===== config.mk =====
export PLATFORM = sky130hd
export DESIGN_NAME = abs_encoder_slaves
export DESIGN_NICKNAME = d
export VERILOG_FILES = /design/src/rtl/enc_pkg.sv /design/src/rtl/sample_mem.sv /design/src/rtl/abs_encoder_slaves.sv
export SDC_FILE = /design/constraint.sdc
export NUM_CORES = 1
export LEC_CHECK = 0
export BUFFER_PORTS_ARGS = -buffer_cell sky130_fd_sc_hd__buf_2
export CORE_MARGIN = 2
export CORE_UTILIZATION = 38
export DETAILED_ROUTE_END_ITERATION = 8
export MAX_ROUTING_LAYER = met4
export PLACE_DENSITY = 0.63
export REMOVE_ABC_BUFFERS = 1
export SLEW_MARGIN = 20
export SYNTH_ARGS = -nofsm -noshare
export SYNTH_HDL_FRONTEND = slang
export SYNTH_SLANG_ARGS = --single-unit

===== constraint.sdc =====
create_clock -name ref_clk -period 10.6 [get_ports ref_clk]
set_input_delay 0.53 -clock ref_clk [delete_from_list [all_inputs] [get_ports ref_clk]]
set_output_delay 0.53 -clock ref_clk [all_outputs]
set_load 0.005 [all_outputs]

===== src/rtl/enc_pkg.sv =====
// What this block does
// - Four bus slaves together carry the 13-bit single-turn position.
// - Only slave A parameter bits configure; B, C, D parameter writes ignored.
// - P0: 0 Gray, 1 binary. P2: 0 count down clockwise, 1 up. P3 unused.
// - P1: 1 returns position without flags, 0 returns a flag in each slave.
// - Slave A takes output data; B, C, D output data is disregarded.
// - D2/D3 change 01 to 10 or 10 to 01 stores current position.
// - D0/D1 equal 01 presets position to a quarter turn.
// - D0/D1 equal 10 presets position to zero.
// - No-flag layout: bits 0-12 over A, B, C nibbles then D bit 0.
// - Flag layout: three position bits on D0-D2, flag on D3, every slave.
// - Master alternates D2 each cycle; each slave returns its sample's D2 as flag.
// - With flags the usable width drops from 13 to 12 bits.
// - Command seen at once by slave A; B to D show it next read cycle.
package enc_pkg;

    // ----------------------------------------
    // Widths
    // ----------------------------------------
    localparam int POS_W = 13;
    localparam int FLAG_POS_W = 12;
    localparam int NIB_W = 4;
    localparam int SLAVES = 4;
    localparam int ADDR_W = 4;
    localparam int BITS_PER_FLAG_NIB = 3;

    // ----------------------------------------
    // Register map (one nibble per offset)
    // ----------------------------------------
    localparam logic [3:0] SLV_IN_BASE = 4'h0;
    localparam logic [3:0] SLV_OUT_BASE = 4'h4;
    localparam logic [3:0] SLV_PAR_BASE = 4'h8;
    localparam logic [1:0] SLAVE_A = 2'h0;
    localparam logic [1:0] SLAVE_D = 2'h3;

    // ----------------------------------------
    // Command pairs, written {first bit, second bit}
    // ----------------------------------------
    localparam logic [1:0] PAIR_01 = 2'h1;
    localparam logic [1:0] PAIR_10 = 2'h2;
    localparam logic [12:0] QUARTER_POS = 13'h0800;
    localparam logic [12:0] ZERO_POS = 13'h0000;

    // ----------------------------------------
    // Reset values
    // ----------------------------------------
    localparam logic [3:0] CFG_RST = 4'hF;
    localparam logic [3:0] OUT_RST = 4'h0;
    localparam logic [12:0] OFFSET_RST = 13'h0000;

    typedef struct packed {
        logic p3;
        logic p2;
        logic p1;
        logic p0;
    } cfg_t;

    typedef struct packed {
        logic d3;
        logic d2;
        logic d1;
        logic d0;
    } slave_out_t;

endpackage


===== src/rtl/sample_mem.sv =====
`timescale 1ns/100ps
`default_nettype none
module sample_mem #(
    parameter int WORDS = 4,
    parameter int W = 4
) (
    input wire logic ref_clk,
    input wire logic rst_n,
    input wire logic load,
    input wire logic [WORDS*W-1:0] load_data,
    input wire logic rd,
    input wire logic [$clog2(WORDS)-1:0] rd_idx,
    output logic [W-1:0] rd_q
);

    logic [W-1:0] mem_r [WORDS];

    // ----------------------------------------
    // Whole sample loads in one edge
    // ----------------------------------------
    // All words change together so no reader ever sees a half-updated sample.
    genvar k;
    generate
        for (k = 0; k < WORDS; k++) begin : g_word
            always_ff @(posedge ref_clk or negedge rst_n) begin
                if (!rst_n) begin
                    mem_r[k] <= '0;
                end else if (load) begin
                    mem_r[k] <= load_data[k*W +: W];
                end
            end
        end
    endgenerate

    // ----------------------------------------
    // Registered read, zero when idle
    // ----------------------------------------
    always_ff @(posedge ref_clk or negedge rst_n) begin
        if (!rst_n) begin
            rd_q <= '0;
        end else begin
            rd_q <= rd ? mem_r[rd_idx] : '0;
        end
    end

endmodule
`default_nettype wire


===== src/rtl/abs_encoder_slaves.sv =====
`timescale 1ns/100ps
`default_nettype none
module abs_encoder_slaves (
    input wire logic ref_clk,
    input wire logic rst_n,
    input wire logic [3:0] reg_addr,
    input wire logic [3:0] reg_wdata,
    input wire logic reg_wr,
    input wire logic reg_rd,
    output logic [3:0] reg_rdata,
    input wire logic [12:0] pos_count,
    output var enc_pkg::cfg_t cfg_q,
    output logic [12:0] position,
    output logic stored_flag
);

    // ----------------------------------------
    // Address decode
    // ----------------------------------------
    function automatic logic in_region(input logic [3:0] addr, input logic [3:0] base);
        in_region = (addr[3:2] == base[3:2]);
    endfunction

    function automatic logic is_toggle_pair(input logic [1:0] from_p, input logic [1:0] to_p);
        is_toggle_pair = ((from_p == enc_pkg::PAIR_01) && (to_p == enc_pkg::PAIR_10)) ||
                         ((from_p == enc_pkg::PAIR_10) && (to_p == enc_pkg::PAIR_01));
    endfunction

    wire logic is_slave_a;
    wire logic wr_out_a;
    wire logic wr_out_other;
    wire logic wr_par_a;
    wire logic wr_par_other;
    wire logic rd_in;

    assign is_slave_a = (reg_addr[1:0] == enc_pkg::SLAVE_A);
    assign wr_out_a = reg_wr && in_region(reg_addr, enc_pkg::SLV_OUT_BASE) && is_slave_a;
    assign wr_out_other = reg_wr && in_region(reg_addr, enc_pkg::SLV_OUT_BASE) && !is_slave_a;
    assign wr_par_a = reg_wr && in_region(reg_addr, enc_pkg::SLV_PAR_BASE) && is_slave_a;
    assign wr_par_other = reg_wr && in_region(reg_addr, enc_pkg::SLV_PAR_BASE) && !is_slave_a;
    assign rd_in = reg_rd && in_region(reg_addr, enc_pkg::SLV_IN_BASE);

    // ----------------------------------------
    // Slave A parameter and output data
    // ----------------------------------------
    enc_pkg::cfg_t cfg_r;
    enc_pkg::slave_out_t out_r;
    enc_pkg::slave_out_t new_out;

    assign new_out = enc_pkg::slave_out_t'(reg_wdata);

    // Parameter bits of B to D and output data of B to D fall on the floor
    always_ff @(posedge ref_clk or negedge rst_n) begin
        if (!rst_n) begin
            cfg_r <= enc_pkg::cfg_t'(enc_pkg::CFG_RST);
        end else if (wr_par_a) begin
            cfg_r <= enc_pkg::cfg_t'(reg_wdata);
        end
    end

    always_ff @(posedge ref_clk or negedge rst_n) begin
        if (!rst_n) begin
            out_r <= enc_pkg::slave_out_t'(enc_pkg::OUT_RST);
        end else if (wr_out_a) begin
            out_r <= new_out;
        end
    end

    // ----------------------------------------
    // Command decode from slave A output data
    // ----------------------------------------
    wire logic [1:0] preset_pair;
    wire logic [1:0] store_pair_old;
    wire logic [1:0] store_pair_new;
    wire logic preset_quarter;
    wire logic preset_zero;
    wire logic preset_any;
    wire logic store_evt;
    wire logic store_hold;
    wire logic flag_toggle;

    assign preset_pair = {new_out.d0, new_out.d1};
    assign store_pair_old = {out_r.d2, out_r.d3};
    assign store_pair_new = {new_out.d2, new_out.d3};
    assign preset_quarter = wr_out_a && (preset_pair == enc_pkg::PAIR_01);
    assign preset_zero = wr_out_a && (preset_pair == enc_pkg::PAIR_10);
    assign preset_any = preset_quarter || preset_zero;
    assign store_evt = wr_out_a && is_toggle_pair(store_pair_old, store_pair_new);
    // Pairs 01 and 10 keep the stored sample frozen; 00 and 11 let it track
    assign store_hold = (store_pair_new == enc_pkg::PAIR_01) || (store_pair_new == enc_pkg::PAIR_10);
    assign flag_toggle = wr_out_a && (new_out.d2 != out_r.d2);

    // ----------------------------------------
    // Position with direction and preset
    // ----------------------------------------
    logic [12:0] offset_r;
    wire logic [12:0] dir_pos;
    wire logic [12:0] live_pos;
    wire logic [12:0] preset_target;
    wire logic [12:0] word_pos;
    wire logic [12:0] offset_nxt;

    // P3 is not decoded anywhere
    assign dir_pos = cfg_r.p2 ? pos_count : (13'h0000 - pos_count);
    assign live_pos = dir_pos + offset_r;
    assign preset_target = preset_quarter ? enc_pkg::QUARTER_POS : enc_pkg::ZERO_POS;
    // Offset absorbs the sensed angle so the preset holds as the shaft turns
    assign offset_nxt = preset_any ? (preset_target - dir_pos) : offset_r;
    // The word stored with a preset already carries the preset value
    assign word_pos = preset_any ? preset_target : live_pos;

    always_ff @(posedge ref_clk or negedge rst_n) begin
        if (!rst_n) begin
            offset_r <= enc_pkg::OFFSET_RST;
        end else begin
            offset_r <= offset_nxt;
        end
    end

    always_ff @(posedge ref_clk or negedge rst_n) begin
        if (!rst_n) begin
            position <= enc_pkg::ZERO_POS;
        end else begin
            position <= live_pos;
        end
    end

    // ----------------------------------------
    // Output code and nibble layout
    // ----------------------------------------
    wire logic [12:0] code13;
    wire logic [11:0] pos12;
    wire logic [11:0] code12;
    wire logic flag_val;
    wire logic [15:0] sample_plain;
    wire logic [15:0] sample_flag;
    wire logic [15:0] sample_word;

    assign code13 = cfg_r.p0 ? word_pos : (word_pos ^ (word_pos >> 1));
    // Flag format drops the finest bit so Gray stays a true single-step code
    assign pos12 = word_pos[12:1];
    assign code12 = cfg_r.p0 ? pos12 : (pos12 ^ (pos12 >> 1));
    assign flag_val = new_out.d2;

    assign sample_plain = {3'h0, code13};

    genvar n;
    generate
        for (n = 0; n < enc_pkg::SLAVES; n++) begin : g_flag_nib
            assign sample_flag[n*enc_pkg::NIB_W +: enc_pkg::NIB_W] =
                {flag_val, code12[n*enc_pkg::BITS_PER_FLAG_NIB +: enc_pkg::BITS_PER_FLAG_NIB]};
        end
    endgenerate

    assign sample_word = cfg_r.p1 ? sample_plain : sample_flag;

    // ----------------------------------------
    // Sample latch serving all four slaves
    // ----------------------------------------
    // The latch is only refreshed by a slave A write, so slaves polled before
    // slave A in a bus cycle keep the previous sample until the next cycle.
    wire logic load;
    logic sample_flag_r;

    assign load = wr_out_a && (preset_any || (cfg_r.p1 ? (store_evt || !store_hold) : flag_toggle));

    always_ff @(posedge ref_clk or negedge rst_n) begin
        if (!rst_n) begin
            stored_flag <= 1'b0;
        end else if (load) begin
            stored_flag <= flag_val;
        end
    end

    always_ff @(posedge ref_clk or negedge rst_n) begin
        if (!rst_n) begin
            sample_flag_r <= 1'b0;
        end else if (load) begin
            sample_flag_r <= !cfg_r.p1;
        end
    end

    sample_mem #(
        .WORDS(enc_pkg::SLAVES),
        .W(enc_pkg::NIB_W)
    ) u_sample (
        .ref_clk(ref_clk),
        .rst_n(rst_n),
        .load(load),
        .load_data(sample_word),
        .rd(rd_in),
        .rd_idx(reg_addr[1:0]),
        .rd_q(reg_rdata)
    );

    always_ff @(posedge ref_clk or negedge rst_n) begin
        if (!rst_n) begin
            cfg_q <= enc_pkg::cfg_t'(enc_pkg::CFG_RST);
        end else begin
            cfg_q <= cfg_r;
        end
    end

    // ----------------------------------------
    // Shadow of the served sample
    // ----------------------------------------
    // Only the checks read this copy; it lets them see every nibble that a
    // slave read must return without reaching into the memory module.
    logic [15:0] shadow_word_r;
    wire logic [11:0] shadow_payload;

    // Position bits of the flag format with the four flags stripped out
    assign shadow_payload = {shadow_word_r[14:12], shadow_word_r[10:8], shadow_word_r[6:4], shadow_word_r[2:0]};

    always_ff @(posedge ref_clk or negedge rst_n) begin
        if (!rst_n) begin
            shadow_word_r <= 16'h0000;
        end else if (load) begin
            shadow_word_r <= sample_word;
        end
    end
endmodule
`default_nettype wire


### After elaboration in Yosys (flattened, before gate mapping)

Index checks and enable logic that the tools add are counted.
Widths: inputs -> output; s select.

* bits in registers: 57
* output and inout bits: 22
* logic and storage cells: 65

* $add $sub $neg: 3
* order comparisons: 1
* equal/unequal tests: 9
* muxes and demuxes: 11
* bitwise operators: 3
* reduce and logical (&&, ||, !) cells: 20

Operators by type and width (number)
* $mux 13: 3
* $mux 12: 2
* $mux 16: 1
* $add 13x13->13: 1
* $sub 1x13->13 const A: 1
* $sub 12x13->13: 1
* $xor 13x12->13: 1
* $logic_and 1x1->1: 12
* $mux 4: 3
* $xor 12x11->12: 1
* $bmux 4 s2: 1
* $eq 2x1->1 const B: 4
* $eq 2x2->1 const B: 4
* $logic_or 1x1->1: 5
* $logic_not 2->1: 2
* $ge 3x3->1 const B: 1
* $not 2->3: 1
* $logic_not 1->1: 1
* $mux 1: 1
* $ne 1x1->1: 1

### Depth between registers and ports, before layout

* depth after elaboration: 9
* gate-level depth with buffers: 17
* depth with buffers taken out: 16

### By module

A second synthesis with hierarchy kept.

* cells, all modules: 420
* area, all modules: 3955.0 um^2

By module, submodules not included
* abs_encoder_slaves: times used 1, cells each 367, area each 3083.0 um^2, sequential area each 935.9 um^2
* sample_mem: times used 1, cells each 53, area each 872.1 um^2, sequential area each 500.5 um^2

### Worst setup path after synthesis

OpenSTA, ideal clock, no wires.

* path kind: input -> register
* start point: input port pos_count[0]
* end point: register u_sample.mem_r[1] (netlist name)
* data arrival time: 3.596 ns
* data required time: 10.505 ns
* path slack: 6.908 ns
* stages on the path: 15
* buffers on the path: 2
* path through: inv_1 ha_1 nor2b_1 clkbuf_1 a31oi_1 xnor2_1 inv_1 ha_1 clkbuf_1 and4_1 a31oi_1 xnor2_1 or4_1 o221a_1 o31ai_1

* cells in the longest elaborated chain, start to end: 7

RTL lines
* start, declared: RTL line abs_encoder_slaves.sv:11 `input wire logic [12:0] pos_count,`
* $sub 1x13->13: RTL line abs_encoder_slaves.sv:104 `assign dir_pos = cfg_r.p2 ? pos_count : (13'h0000 - pos_count);`
* $mux 13 *: RTL line abs_encoder_slaves.sv:104
* $add 13x13->13 *: RTL line abs_encoder_slaves.sv:105 `assign live_pos = dir_pos + offset_r;`
* named net live_pos[11]: RTL line abs_encoder_slaves.sv:98 `wire logic [12:0] live_pos;`
* $mux 13 *: RTL line abs_encoder_slaves.sv:110 `assign word_pos = preset_any ? preset_target : live_pos;`
* $xor 12x11->12: RTL line abs_encoder_slaves.sv:142 `assign code12 = cfg_r.p0 ? pos12 : (pos12 ^ (pos12 >> 1));`
* $mux 12 *: RTL line abs_encoder_slaves.sv:142
* $mux 16 *: RTL line abs_encoder_slaves.sv:155 `assign sample_word = cfg_r.p1 ? sample_plain : sample_flag;`
* end signal, assigned by index: RTL line sample_mem.sv:29 `mem_r[k] <= load_data[k*W +: W];`
* end, declared: RTL line sample_mem.sv:16 `logic [W-1:0] mem_r [WORDS];`

Mark *: on every way through the listed nets, which the timed path passes. The rest lies on a longest branch.
A chain may end at the register's enable or synchronous reset.

### Final worst setup path

* start point: input port pos_count[0]
* end point: register u_sample.mem_r[4] (netlist name)

* cells in the longest elaborated chain, start to end: 7
* elaborated cells on any way between the ends: 9
* those cells by class: 2 x add/sub; 5 x mux; 2 x bitwise

RTL lines
* $sub 1x13->13: RTL line abs_encoder_slaves.sv:104
* $mux 13 *: RTL line abs_encoder_slaves.sv:104
* $add 13x13->13 *: RTL line abs_encoder_slaves.sv:105
* named net live_pos[9]: RTL line abs_encoder_slaves.sv:98
* $mux 13 *: RTL line abs_encoder_slaves.sv:110
* $xor 13x12->13 *: RTL line abs_encoder_slaves.sv:139 `assign code13 = cfg_r.p0 ? word_pos : (word_pos ^ (word_pos >> 1));`
* $mux 13 *: RTL line abs_encoder_slaves.sv:139
* $mux 16 *: RTL line abs_encoder_slaves.sv:155

Marks and branches as above.

==> metrics.md <==
| Metric | Value |
|---|---|
| CP Buf/Inv Count | 3 |
| Fillers | 892 |
| Layout cell share with drive strength beyond 1 | 0.1921 |
| Final Skew | roughly 0.0096 ns |
| Clk sinks | 57 |
| Clk buf depth | 2 |
| Vias in the first global route | 2842 |
| Die area | 10170 um2 |
| Synth cell types | 56 |
| Crit-path max FO | 11 |
| Post-cts sizing count | 0 |
| Sw Pwr | 0.0004066 W |
| Gate Count Post-Synth | 382 |
| Final setup TNS | 0 ns |
| Die Y | around 100 um |
| Clk slew on worst S/H paths | approximately 0.060 ns |
| Number of vias per cell | ~5.3 |
| CTS hold repair buffers | 0 |
| Sequential share of the synthesized area | 0.4031 |
| Crit-path max cell delay | 0.58 ns |
| Slew headroom | 0.5029 |
| Internal power | 0.0006506 W |
| Core area | 9153 um2 |
| Final Hold Fails | 0 |
| Flop pwr share | 0.329 |
| Pwr per Cell Area | 257.5 nW/um2 |
| # setup viols final | 0 |
| N_diodes | 0 |
| Global route overflow | 0 |
| Final #Nets | 470 |
| DRT Pass-1 Iters | 5 |
| Ys flop type | dfrtp_1 |
| DRC Markers | 0 |
| Setup CP Type | input port to flip-flop |
| Critical Path AT | around 4.4 ns |
| I/O pins | 47 |
| Yosys reg bits | between 50 and 60 |
| Register area | approximately 1400 um2 |
| Antenna violations before repair | 0 |
| First-pass GRT wire length | between 10000 and 15000 um |
| Max_cap viols | 0 |
| CTS tree | done |
| Area delta synth->final | 15.20% |
| Post-synth EDFFs | 0 |
| Antenna Violating Nets Remaining | 0 |
| Worst slew pin tran | 0.7400 ns |
| Die width | 100.8 um |
| Largest net degree at the start of global routing | 58 |
| Lkg Pwr | 1.884 nW |
| Comb pwr share | 0.461 |
| Status | complete, no violations |
| RSZ-0062 raised after global routing | false |
| Final wirelength | 7832 um |
| Postcts setup bufs | 0 |
| H-tree levels | 3 |
| Max Fclk | about 240 MHz |
| Startpoint class of the critical path | input port |
| Area of the multi-input gates | 1996 um2 |
| Cell Count, Final, Fillers Out | 543 |
| Initial core utilization | 0.3893 |
| Hold WC Path Type | input port to async pin |
| Clock network power share | 0.210 |
| Switching Fraction | 0.3846 |
| Setup crit end kind | flip-flop |
| Worst IR Drop VDD | 0.08076 mV |
| Crit-path leading delay family | simple AND/OR/NAND/NOR gates |
| Row count | 35 |
| Total GRT Usage | 0.1684 |
| Placed cells | ~530 |
| Slew Viols, Final | 0 |
| Worst EP required | 10.81 ns |
| Worst-Skew Late Latency | between 0.3 and 0.4 ns |
| Placer Congestion | about 0.9 |
| Cell Area, Synth | 3563 um2 |
| Final min period | slightly above 4 ns |
| Cts bufs inserted | 9 |
| Worst path cell trace | buf_2, inv_1, ha_1, nor2b_1, a21oi_1, xnor2_1, inv_1, ha_1, nor2_1, nor2_1, a31o_2, a21oi_1, xnor2_1, mux2i_1, nor3_1, a221o_1 |
| Tcrit/Tclk final | 0.3908 |
| Hpwl dp | 5852 um |
| Slowest CP cell | nor2b_1 |
| Per-cell routed wire length | ~14 um |
| Yosys warns | 0 |
| Initial DRC count | 65 |
| PortBufs | 46 |
| Post-Syn Area per Cell | 9.328 um2 |
| DR vias | 2889 |
| CTS root buffer | clkbuf_8 |
| Async set-or-reset flop fraction in the synthesized netlist | 1.000 |
==> power by group through the flow <==
stage	Clock (W)	Combinational, W	Sequential [W]
CTS	0.000227	0.000489	0.000349
finish	0.000222	0.000488	0.000347
detailed placement	0	0.000483	0.000353
global placement	0	0.000472	0.000351
global route	0.000238	0.000546	0.000356
floorplan	0	0.000359	0.000341
==> cell usage after synthesis, drive strengths merged (3+ instances only) <==
| cell | instances | area [um2] |
|---|---|---|
| dfrtp | 49 | 1226 |
| nand2 | 48 | 180.2 |
| o21ai | 33 | 165.2 |
| xnor2 | 31 | 271.5 |
| nor2 | 28 | 105.1 |
| inv | 22 | 82.58 |
| a21oi | 17 | 88.84 |
| ha | 17 | 212.7 |
| clkbuf | 13 | 48.80 |
| a31oi | 11 | 68.82 |
| nor3 | 10 | 66.32 |
| xor2 | 10 | 95.10 |
| dfstp | 8 | 210.2 |
| nand3 | 7 | 35.03 |
| a21o | 6 | 45.04 |
| and3 | 5 | 31.28 |
| a211oi | 4 | 30.03 |
| and2 | 4 | 25.02 |
| mux4 | 4 | 90.09 |
| nor4 | 4 | 25.02 |
| a2111oi | 3 | 32.53 |
| mux2 | 3 | 33.78 |
| mux2i | 3 | 30.03 |
| nand4 | 3 | 18.77 |
| nor2b | 3 | 18.77 |
| o31ai | 3 | 22.52 |
==> cells by family (layout without fill, tap and decap cells) <==
group	count (synthesis)	in the layout	synth area share
buf+inv	35	85	0.03687
compound gates	97	97	0.1770
simple gates	123	123	0.1654
flops	57	57	0.4031
mux	10	10	0.04319
xor+xnor	42	42	0.1092
fa+ha+maj	18	18	0.06531
==> final timing paths <==
kind | endpoint | cells after the start | slack (ns) | startpoint
max | u_sample.mem_r[4]$_DFFE_PN0P_ | 16 | 6.46 | pos_count[0]
min | position[5]$_DFF_PN0_ | 2 | 0.33 | rst_n
max reg2reg | u_sample.mem_r[0]$_DFFE_PN0P_ | 10 | 6.89 | cfg_r[2]$_DFFE_PN1P_
min reg2reg | cfg_q[3]$_DFF_PN1_ | 0 | 0.37 | cfg_r[3]$_DFFE_PN1P_
max in group asynchronous | offset_r[12]$_DFFE_PN0P_ | 2 | 9.79 | rst_n
min in group ref_clk | cfg_q[3]$_DFF_PN1_ | 0 | 0.37 | cfg_r[3]$_DFFE_PN1P_
==> worst register-to-register path: cells and delay by family (launching register included) <==
kind                       cells  cell delay (ns)
DFF                            1             0.71
and+or+nand+nor                3             0.74
muxes                          1             0.45
adders and majority gates      1             0.47
AOI/OAI and AO/OA              5             1.23
==> sequential cells by signal, indices dropped and copies added, names as in the netlist <==
signal          cells
u_sample.mem_r     16
offset_r           13
position           13
cfg_r               4
u_sample.rd_q       4
out_r               2
cfg_q               4
stored_flag         1
==> routing by layer <==
layer,track usage,vias up,share of wire
li1,-,1448,-
met1,0.1969,1367,0.45
met2,0.2805,61,0.50
met3,0.03953,13,0.037
met4,0.06533,0,0.015
met5,-,-,0
==> final cells by class <==
class,count,area share
clock inverter,3,0.01585
sequential,57,0.3499
multi-input combinational,290,0.4861
inverter,22,0.02012
tap,111,0.03383
timing repair buffer,47,0.05791
clock buffer,13,0.03627
==> stage by stage <==
step / area, um2 / worst slack [ns] / power [W] / util / hold slack [ns]
floorplan: 3515 / 6.932 / 0.0006995 / - / 0.2344
detailed placement: 3891 / 6.214 / 0.0008359 / 0.4252 / 0.3585
global route: 4105 / 6.155 / 0.001140 / 0.4485 / 0.3753
CTS: 4105 / 6.512 / 0.001064 / 0.4485 / 0.3604
global placement: 3891 / 6.353 / 0.0008236 / 0.4252 / 0.3559
finish: 4105 / 6.457 / 0.001057 / 0.4485 / 0.3272
==> cells in the final DEF, fill, tap and decap left out, types with 2 or more instances in the layout <==
cell type,synthesis,final
clkbuf_8,0,10
nor3b_1,2,2
a41oi_1,2,2
o21a_1,2,2
mux4_2,4,4
xnor2_1,31,31
a2111oi_0,2,2
nand4_1,3,3
clkbuf_1,13,3
dfrtp_1,49,49
nand3_1,7,7
mux2i_1,3,3
inv_1,22,22
a21oi_1,16,16
nor3_1,8,8
and2_1,4,4
o21ai_0,33,33
o221ai_1,2,2
o31ai_1,3,3
and4_1,2,2
nand2_1,48,48
a31oi_1,11,11
o211ai_1,2,2
a21o_1,6,6
nor2b_1,3,3
nor2_1,28,28
xor2_1,9,9
a211oi_1,4,4
and3_1,5,5
mux2_2,3,3
bufinv_16,0,2
buf_2,0,46
nor4_1,4,4
dfstp_2,8,8
nand3b_1,2,2
or4_1,2,2
ha_1,17,17
(Power assumes the default switching activity.)
